`src/logic/uhlc_map.svh`:
```
// offsets, field positions, reset values and timing counts of the list control block
// assumes a 32-bit classic wishbone slave with word-aligned registers
`ifndef UHLC_MAP_SVH
`define UHLC_MAP_SVH
`define UHLC_ADR_CTRL 8'h00
`define UHLC_ADR_STAT 8'h04
`define UHLC_CTRL_W 11
`define UHLC_CTRL_RST 11'h000
`define UHLC_BIT_CBR_LO 0
`define UHLC_BIT_PLE 2
`define UHLC_BIT_IE 3
`define UHLC_BIT_CLE 4
`define UHLC_BIT_BLE 5
`define UHLC_BIT_HFS_LO 6
`define UHLC_BIT_IR 8
`define UHLC_BIT_RWC 9
`define UHLC_BIT_RWE 10
`define UHLC_CLK_KHZ 20000
`define UHLC_SOF_DLY_US 1000
`define UHLC_FRAME_US 1000
`define UHLC_SOF_DLY_CYC ((`UHLC_SOF_DLY_US * `UHLC_CLK_KHZ) / 1000)
`define UHLC_FRAME_CYC ((`UHLC_FRAME_US * `UHLC_CLK_KHZ) / 1000)
`endif

```
`src/logic/uhlc_pkg.sv`:
```
// types of the list control block
// assumes uhlc_map.svh for offsets and counts
package uhlc_pkg;
  typedef enum logic [1:0] {
    UHLC_HFS_RESET = 2'h0,
    UHLC_HFS_RESUME = 2'h1,
    UHLC_HFS_OPER = 2'h2,
    UHLC_HFS_SUSPEND = 2'h3
  } uhlc_hfs_t;
  // gray along idle -> periodic -> non-periodic
  typedef enum logic [1:0] {
    UHLC_PH_IDLE = 2'h0,
    UHLC_PH_PERIOD = 2'h1,
    UHLC_PH_NONPER = 2'h3
  } uhlc_phase_t;
  typedef struct packed {
    logic [10:0] ctl;
    logic rsm_meta;
    logic rsm_sync;
    uhlc_phase_t phase;
    logic [1:0] ctrl_cnt;
    logic snap_ie;
    logic [15:0] dly_cnt;
    logic [15:0] frm_cnt;
    logic prev_op;
    logic sof_run;
    logic sof;
    logic serve_p;
    logic serve_c;
    logic serve_b;
    logic ack;
    logic [31:0] dat;
  } uhlc_state_t;
endpackage : uhlc_pkg

```
`src/logic/uhlc_top.sv`:
```
// list control register and per-frame list selection of a usb host controller
// assumes a classic wishbone master, a traversal engine on core_clk_i, and
// an asynchronous resume indication from the downstream ports
//
// Overview of operation
// RQ1 - bulk list served from next frame when set
// RQ2 - bulk list stops after next sof when cleared
// RQ3 - bulk enable sampled at every service decision
// RQ4 - driver advances bulk pointer before re-enabling
// RQ5 - control list served from next frame when set
// RQ6 - control list stops after next sof when cleared
// RQ7 - control enable checked at every service decision
// RQ8 - driver advances control pointer before re-enabling
// RQ9 - iso enable tested at each iso descriptor
// RQ10 - iso off abandons periodic, goes non-periodic
// RQ11 - iso enable set acts only next frame
// RQ12 - periodic enable acts from next frame
// RQ13 - periodic enable checked before periodic traversal
// RQ14 - control count compared with ratio before serving
// RQ15 - ratio codes give one, two, three to one
// RQ16 - control count kept across frame boundaries
// RQ17 - driver rewrites ratio after reset
// RQ18 - ratio field resets to zero, software writable
// RQ19 - functional state encoding, resets to usb reset
// RQ20 - sof starts one millisecond after entering operational
// RQ21 - suspend moves to resume on downstream resume
//
// Chosen here: the Wishbone interface to the registers and the placing of the registers.
`timescale 1ns/1ps
`include "uhlc_map.svh"
module uhlc_top import uhlc_pkg::*; #(
  parameter int SOF_DLY_CYC = `UHLC_SOF_DLY_CYC,
  parameter int FRAME_CYC = `UHLC_FRAME_CYC
) (
  input wire logic core_clk_i,
  input wire logic rst_i,
  input wire logic ce_i,
  input wire logic wb_cyc_i,
  input wire logic wb_stb_i,
  input wire logic wb_we_i,
  input wire logic [7:0] wb_adr_i,
  input wire logic [3:0] wb_sel_i,
  input wire logic [31:0] wb_dat_i,
  output logic [31:0] wb_dat_o,
  output logic wb_ack_o,
  input wire logic resume_detect_i,
  input wire logic iso_ed_found_i,
  input wire logic periodic_done_i,
  input wire logic ctrl_ed_done_i,
  input wire logic bulk_ed_done_i,
  output logic sof_o,
  output logic serve_periodic_o,
  output logic serve_ctrl_o,
  output logic serve_bulk_o,
  output logic [1:0] host_functional_state_o
);

  localparam logic [15:0] SOF_DLY_LAST = 16'(SOF_DLY_CYC - 1);
  localparam logic [15:0] FRAME_LAST = 16'(FRAME_CYC - 1);

  uhlc_state_t st_r;
  uhlc_state_t st_nxt;

  // byte-lane merge of a write into the stored control bits
  function automatic logic [10:0] merge_ctl(input logic [10:0] old,
                                            input logic [31:0] wd,
                                            input logic [3:0] sel);
    logic [10:0] res;
    res = old;
    if (sel[0]) begin
      res[7:0] = wd[7:0];
    end
    if (sel[1]) begin
      res[10:8] = wd[10:8];
    end
    return res;
  endfunction : merge_ctl

  // control gets one more turn while count is within ratio code
  function automatic logic ctrl_turn(input logic [1:0] cnt, input logic [1:0] ratio);
    return ({1'b0, cnt} <= {1'b0, ratio}); // RQ15
  endfunction : ctrl_turn

  logic periodic_list_on;
  logic ie;
  logic cle;
  logic bulk_list_on;
  logic [1:0] ratio;
  logic op_now;
  logic pick_c;

  always_comb begin
    st_nxt = st_r;
    periodic_list_on = st_r.ctl[`UHLC_BIT_PLE];
    ie = st_r.ctl[`UHLC_BIT_IE];
    cle = st_r.ctl[`UHLC_BIT_CLE];
    bulk_list_on = st_r.ctl[`UHLC_BIT_BLE];
    ratio = st_r.ctl[`UHLC_BIT_CBR_LO +: 2];
    op_now = 1'b0;
    pick_c = 1'b0;
    if (ce_i) begin
      st_nxt.sof = 1'b0;
      st_nxt.rsm_meta = resume_detect_i;
      st_nxt.rsm_sync = st_r.rsm_meta;
      // register bus: one wait state, ack drops the cycle after
      if (wb_cyc_i && wb_stb_i && !st_r.ack) begin
        st_nxt.ack = 1'b1;
        st_nxt.dat = 32'h0000_0000;
        if (wb_adr_i == `UHLC_ADR_CTRL) begin
          st_nxt.dat = {21'h00_0000, st_r.ctl};
          if (wb_we_i) begin
            st_nxt.ctl = merge_ctl(st_r.ctl, wb_dat_i, wb_sel_i); // RQ18
          end
        end else if (wb_adr_i == `UHLC_ADR_STAT) begin
          st_nxt.dat = {24'h00_0000, st_r.sof_run, st_r.phase, st_r.ctrl_cnt,
                        st_r.serve_p, st_r.serve_c, st_r.serve_b};
        end
      end else begin
        st_nxt.ack = 1'b0;
      end
      // hardware resume wins over a same-cycle software write
      if (st_r.ctl[`UHLC_BIT_HFS_LO +: 2] == UHLC_HFS_SUSPEND && st_r.rsm_sync) begin
        st_nxt.ctl[`UHLC_BIT_HFS_LO +: 2] = UHLC_HFS_RESUME; // RQ21
      end
      op_now = (st_nxt.ctl[`UHLC_BIT_HFS_LO +: 2] == UHLC_HFS_OPER);
      st_nxt.prev_op = op_now;
      if (!op_now) begin
        st_nxt.sof_run = 1'b0;
        st_nxt.phase = UHLC_PH_IDLE;
        st_nxt.serve_p = 1'b0;
        st_nxt.serve_c = 1'b0;
        st_nxt.serve_b = 1'b0;
      end else if (!st_r.prev_op) begin
        st_nxt.dly_cnt = SOF_DLY_LAST; // RQ20
        st_nxt.sof_run = 1'b0;
      end else if (!st_r.sof_run) begin
        if (st_r.dly_cnt == 16'h0000) begin
          st_nxt.sof_run = 1'b1; // RQ20
          st_nxt.frm_cnt = 16'h0000;
        end else begin
          st_nxt.dly_cnt = st_r.dly_cnt - 16'h0001;
        end
      end else begin
        if (st_r.frm_cnt == 16'h0000) begin
          // new frame: periodic and iso enables read here, count deliberately kept
          st_nxt.sof = 1'b1;
          st_nxt.frm_cnt = FRAME_LAST;
          st_nxt.snap_ie = ie; // RQ11
          st_nxt.phase = periodic_list_on ? UHLC_PH_PERIOD : UHLC_PH_NONPER; // RQ12 RQ13
        end else begin
          st_nxt.frm_cnt = st_r.frm_cnt - 16'h0001;
          case (st_r.phase)
            UHLC_PH_PERIOD: begin
              if (periodic_done_i) begin
                st_nxt.phase = UHLC_PH_NONPER;
              end else if (iso_ed_found_i && !(ie && st_r.snap_ie)) begin
                st_nxt.phase = UHLC_PH_NONPER; // RQ9 RQ10 RQ11
              end
            end
            UHLC_PH_NONPER: begin
              if (st_r.serve_c && ctrl_ed_done_i && st_r.ctrl_cnt != 2'h3) begin
                st_nxt.ctrl_cnt = st_r.ctrl_cnt + 2'h1; // RQ16
              end
              if (st_r.serve_b && bulk_ed_done_i) begin
                st_nxt.ctrl_cnt = 2'h0;
              end
            end
            default: begin
              st_nxt.phase = UHLC_PH_IDLE;
            end
          endcase
        end
        // live control and bulk enables at every decision; a cleared cle or bulk_list_on bit is honoured at once
        pick_c = cle && (!bulk_list_on || ctrl_turn(st_nxt.ctrl_cnt, ratio)); // RQ14 RQ7
        st_nxt.serve_p = (st_nxt.phase == UHLC_PH_PERIOD);
        st_nxt.serve_c = (st_nxt.phase == UHLC_PH_NONPER) && pick_c; // RQ5 RQ6
        st_nxt.serve_b = (st_nxt.phase == UHLC_PH_NONPER) && bulk_list_on && !pick_c; // RQ1 RQ2 RQ3
      end
    end
  end

  always_ff @(posedge core_clk_i or posedge rst_i) begin
    if (rst_i) begin
      st_r <= '0; // RQ18 RQ19
    end else begin
      st_r <= st_nxt;
    end
  end

  assign wb_dat_o = st_r.dat;
  assign wb_ack_o = st_r.ack;
  assign sof_o = st_r.sof;
  assign serve_periodic_o = st_r.serve_p;
  assign serve_ctrl_o = st_r.serve_c;
  assign serve_bulk_o = st_r.serve_b;
  assign host_functional_state_o = st_r.ctl[`UHLC_BIT_HFS_LO +: 2];

endmodule : uhlc_top

```
`config.mk`:
```
export PLATFORM = sky130hd
export DESIGN_NAME = uhlc_top
export DESIGN_NICKNAME = d
export VERILOG_FILES = /design/src/logic/uhlc_pkg.sv /design/src/logic/uhlc_top.sv
export VERILOG_INCLUDE_DIRS = /design/src /design/src/logic
export SDC_FILE = /design/constraint.sdc
export NUM_CORES = 1
export LEC_CHECK = 0
export ABC_AREA = 1
export BUFFER_PORTS_ARGS = -buffer_cell sky130_fd_sc_hd__buf_2
export CORE_ASPECT_RATIO = 0.6
export CORE_UTILIZATION = 55
export DETAILED_ROUTE_END_ITERATION = 10
export PLACE_DENSITY = 0.9
export SYNTH_ARGS = -nofsm -noshare
export SYNTH_HDL_FRONTEND = slang
export SYNTH_SLANG_ARGS = --single-unit
```
`constraint.sdc`:
```
create_clock -name core_clk_i -period 3.38 [get_ports core_clk_i]
set_input_delay 1.014 -clock core_clk_i [delete_from_list [all_inputs] [get_ports core_clk_i]]
set_output_delay 1.014 -clock core_clk_i [all_outputs]
set_load 0.02 [all_outputs]
```
### Word level (Yosys, flattened, before mapping)

Index checks and enable logic that the tools add are counted.

* $add $sub $neg: 3
* reduce and logical (&&, ||, !) cells: 29
* multiplexer cells: 45
* $lt $le $gt $ge: 1
* equality and inequality tests: 12

Operators with widths (count)
* two-way mux 16 bit: 6
* two-way mux 8 bit: 5
* two-way mux 2 bit: 19
* logical NOT 16 bit: 2
* subtractor 16 x 1 -> 16 bit, second input constant: 2
* AND reduction 5 bit: 3
* logical AND 1 bit: 12
* AND reduction 4 bit: 3
* two-way mux 11 bit: 1
* two-way mux 5 bit: 2
* inequality test 2 bit, second input constant: 5
* == test 2 bit, second input constant: 4
* == test 8 x 3 -> 1 bit, second input constant: 1
* logical NOT 8 bit: 1
* two-way mux 1 bit: 8
* two-way mux 4 bit: 2
* == test 2 x 1 -> 1 bit, second input constant: 2
* logical NOT 1 bit: 4
* case mux 2 bit (2 select lines): 1
* two-way mux 3 bit: 1
* AND reduction 3 bit: 1
* adder 2 x 1 -> 2 bit, second input constant: 1
* less-or-equal comparator 2 bit: 1
* AND reduction 2 bit: 1
* other kinds (2): 2

* bits of input ports: 55
* word-level logic and storage cells: 108
* output and inout port bits: 39
* flip-flop bits (word level): 89

### Logic depth before layout (Yosys ltp)

* word-level depth: 18
* mapped depth: 15
* depth with buffers taken out: 15

### Worst setup path before layout

No wires, ideal clock.

* kind: input-to-reg
* start: in wb_adr_i[1]
* end: reg st_r[58] (netlist name)
* data required time: 3.255 ns
* path buffers: 1
* setup slack: 1.099 ns
* data arrival time: 2.157 ns
* library setup time: 0.125 ns
* stages on the path: 11
* path through: nor2_1 -> nand2_2 -> nor2_8 -> nand2_4 -> nand2_4 -> nand3_4 -> nor2_8 -> nand2_4 -> buf_6 -> nand2_2 -> o21ai_2

* longest elaborated chain between the ends: 7

RTL lines
* start: declaration: line uhlc_top.sv:41 `input wire logic [7:0] wb_adr_i,`
* logical NOT 8 bit (no source line)
* two-way mux 8 bit: line uhlc_top.sv:109 `` if (wb_adr_i == `UHLC_ADR_CTRL) begin ``
* two-way mux 8 bit: line uhlc_top.sv:106 `if (wb_cyc_i && wb_stb_i && !st_r.ack) begin`
* two-way mux 2 bit: line uhlc_top.sv:122 `` if (st_r.ctl[`UHLC_BIT_HFS_LO +: 2] == UHLC_HFS_SUSPEND && st_r.rsm_sync) begin ``
* two-way mux 2 bit: line uhlc_top.sv:101 `if (ce_i) begin`
* == test 2 bit: line uhlc_top.sv:125 `` op_now = (st_nxt.ctl[`UHLC_BIT_HFS_LO +: 2] == UHLC_HFS_OPER); ``
* AND reduction 4 bit (no source line)
* end signal: assignment: line uhlc_top.sv:186 `st_r <= st_nxt;`
* end: declaration: line uhlc_top.sv:61 `uhlc_state_t st_r;`

No other way between the ends. The select of a mux whose other input is x is not followed.
A chain may end at the register's enable or synchronous reset.

### Final worst setup path

* start: reg st_r[39] (netlist name)
* end: reg st_r (netlist bit serve_bulk_o)

* longest elaborated chain between the ends: 14
* elaborated cells on any way between the ends: 21
* classes of those cells: 1 x order compare; 1 x eq/ne; 13 x mux; 6 x reduce/logical

RTL lines
* logical NOT 16 bit (*): line uhlc_top.sv:144 `if (st_r.frm_cnt == 16'h0000) begin`
* two-way mux 2 bit: line uhlc_top.sv:144
* two-way mux 2 bit: line uhlc_top.sv:136 `end else if (!st_r.sof_run) begin`
* two-way mux 2 bit: line uhlc_top.sv:133 `end else if (!st_r.prev_op) begin`
* two-way mux 2 bit: line uhlc_top.sv:127 `if (!op_now) begin`
* two-way mux 2 bit: line uhlc_top.sv:101
* less-or-equal comparator 2 bit: line uhlc_top.sv:81 `return ({1'b0, cnt} <= {1'b0, ratio});`
* logical OR 1 bit: line uhlc_top.sv:174 `pick_c = cle && (!bulk_list_on || ctrl_turn(st_nxt.ctrl_cnt, ratio));`
* logical AND 1 bit: line uhlc_top.sv:174
* logical NOT 1 bit: line uhlc_top.sv:177 `st_nxt.serve_b = (st_nxt.phase == UHLC_PH_NONPER) && bulk_list_on && !pick_c;`
* logical AND 1 bit (*): line uhlc_top.sv:177
* two-way mux 4 bit (*): line uhlc_top.sv:136
* two-way mux 4 bit (*): line uhlc_top.sv:133
* two-way mux 3 bit (*): line uhlc_top.sv:127

Mark *: on every way between the ends. The rest lies on a longest branch, timed or not. The select of a mux whose other input is x is not followed.

==> flow_summary.ini <==
[clock_tree]
cts.clk_slew.worst_paths_ps = 60
clockBufferDepth = 2
cts_inserted_buffers = 9
cts_hold_buffers = 0
cts_resized = 0
root_buffer = clkbuf_16
htree_levels = 3
clock_latency_ps = 340
clock-sinks = 68
tritoncts = done
post-cts-setup-buffers = 0

[logic_synthesis]
syn_area_per_cell_sq_um = 8.06
synthArstFlopShare_pct = 100
ys.flop_type = dfrtp_1
synth_edf_count = 0
synth_top_area_share_pct = 39.9
seq_area_frac_synth_pct = 39.9
synth_top_area_cell = dfrtp_1
synth_seq_cells = 68
netlist-cell-type-count = 39
netlist_area_sq_mm = 0.00427
ys_warn_count = 0
synth_cells = 529
synth_area_leaders = dfrtp_1 40%, nand2_1 12%, buf_4 6.5%

[sta]
tns_ps = 0
skew_ps = 8.37
finalCritPeriodShare_pct = 76.3
finalSetupViolCount = 0
max_freq_mhz = 388
period_needed_ps = 2580
drv_slew = 0
tightest_slew_ps = 746
rsz0062_at_grt = no
hold_viol = 0
max-slew-margin-rel_pct = 50.2

[setup_path]
endpoint = serve_bulk_o
path_class = reg -> reg
reg2reg_from = st_r[39]
crit_arrival_ps = 2860
critPathCaptureType = flip-flop
reg2reg_depth = 12
regToRegSetupSlack_ps = 800
start_kind = flip-flop
critPathLaunch = st_r[39]
critPathRequiredTime_ps = 3660
r2r_end = serve_bulk_o
cp_max_fo = 13

[floorplan]
fp.dieArea_sq_mm = 0.00812
rows = 24
start_util_pct = 57.7
ioPinCount = 94
dieHeight_um = 70.2
core_sq_mm = 0.00739
die-width_um = 116

[pwr]
p_per_area_mw_per_mm2 = 456
irDropWorstVdd_mv = 0.338
p_leak_nw = 2.53
power_mw = 2.16

[min_path]
hold_path.class = reg -> reg

[layout]
layout_commonest_cell = nand2_1
stdcell_area_sq_mm = 0.00474
final_cell_mix = 141 x nand2_1, 71 x nor2_1, 68 x dfrtp_1, 49 x buf_2, 39 x inv_1
utilization_pct = 64.2
diodes = 0
syn_to_final_growth_pct = 11.1
drive_gt1_share_pct = 23.6
nNetsFinal = 625

[routing]
first_iter_violations = 334
post_drt_wl_per_cell_um = 14.3
vias = 3559
vias_per_cell = 5.29
totalWireLength_um = 9630
route.detailed.drc = 0
antenna_left = 0
first_pass_iters = 5

[place]
dpl.hpwl_um = 6920
routabilityCongestion = 0.861
postPlaceCellArea_sq_mm = 0.00440
port_buffers = 49

[grt]
grt_pass1_wl_um = 15900
first_global_vias = 3326
grt_remaining_overflow = 0
grt_max_degree = 36
grt_antenna_before_repair = 0
track_usage_pct = 25.8

[outcome]
status = complete, no violations

[run]
maxCapViolations = 0
==> cells in the mapped netlist (7+ instances only) <==
master and instances:
nand2_1 141, a21oi_1 7, mux2_2 9, xor2_1 9
nand3_1 27, xnor2_1 8, or2_2 8, nand2_2 8
o21ai_2 27, nor2_1 71, dfrtp_1 68, buf_4 37
inv_1 40, nand4_1 12
==> how the worst min path moves through the flow <==
| stage | end | depth (start not counted) | from |
|---|---|---|---|
| 6_report | wb_dat_o[0] | 2 | wb_dat_o[0] |
| 5_1_grt | wb_dat_o[2] | 2 | wb_dat_o[2] |
| 4_1_cts | st_r[76] | 2 | st_r[76] |
| 3_5_place_dp | st_r[76] | 2 | st_r[76] |
| 3_3_place_gp | st_r[71] | 2 | st_r[71] |
| 2_1_floorplan | st_r[71] | 2 | st_r[71] |
==> layout make-up <==
type	instances	area, sq um
inverter	42	158
clock buffer	11	243
clock inverter	4	97.6
fill	608	2650
timing repair buffer	51	273
tap	104	130
sequential	68	1700
multi-input combinational	393	2140
==> worst max-delay path, stage by stage, from the launching register on <==
cell	delay, ps
dfrtp_1	400
inv_1	100
ha_1	190
nand3_1	150
nor2_1	200
nand2_1	320
a21oi_1	360
ha_1	280
a21oi_1	130
a21oi_1	100
nor2_1	110
nand4_1	100
nand2_1	80
==> cell families (layout without fill, tap and decap cells) <==
family                     after synthesis  count (layout)  share of synthesized area [%]
and+or+nand+nor                        286             286                           30.7
adders and majority gates                5               5                           1.47
DFF                                     68              68                           39.9
xor gates and xnor gates                17              17                           3.49
muxes                                    9               9                           2.38
other                                    1              21                         0.0879
AOI/OAI and AO/OA                       55              55                           10.2
buffers and inverters                   88             108                           11.8
==> state kept, by name (all words and copies together) (netlist names) <==
name                     count
ratio                        2
ie                           1
st_r                        44
bulk_list_on                 1
cle                          1
wb_ack_o                     1
serve_ctrl_o                 1
serve_periodic_o             1
wb_dat_o                    11
sof_o                        1
serve_bulk_o                 1
host_functional_state_o      2
periodic_list_on             1
==> power by group <==
group          total (mW)  switching [mW]  leakage [nW]  internal, mW
Sequential          0.849          0.0164         0.936         0.833
Clock                1.08           0.348         0.162         0.737
Combinational       0.225           0.146          1.44        0.0790
Total                2.16           0.511          2.53          1.65
==> stage by stage <==
| stage | std cells | worst slack (ps) | hold slack (ps) |
|---|---|---|---|
| 6_report | 673 | 801 | 499 |
| 2_1_floorplan | 549 | 654 | 442 |
| 3_3_place_gp | 658 | 715 | 461 |
| 3_5_place_dp | 658 | 639 | 485 |
| 5_1_grt | 673 | 522 | 507 |
| 4_1_cts | 673 | 807 | 498 |
==> metal layers <==
metal	wire (um)	vias up	global-route usage [%]
met3	682	11	8.68
met5	0	-	0
li1	-	1719	-
met4	93	0	6.41
met1	4240	1700	33.7
met2	4620	129	41.3
Power figures use the tool's default switching activity.
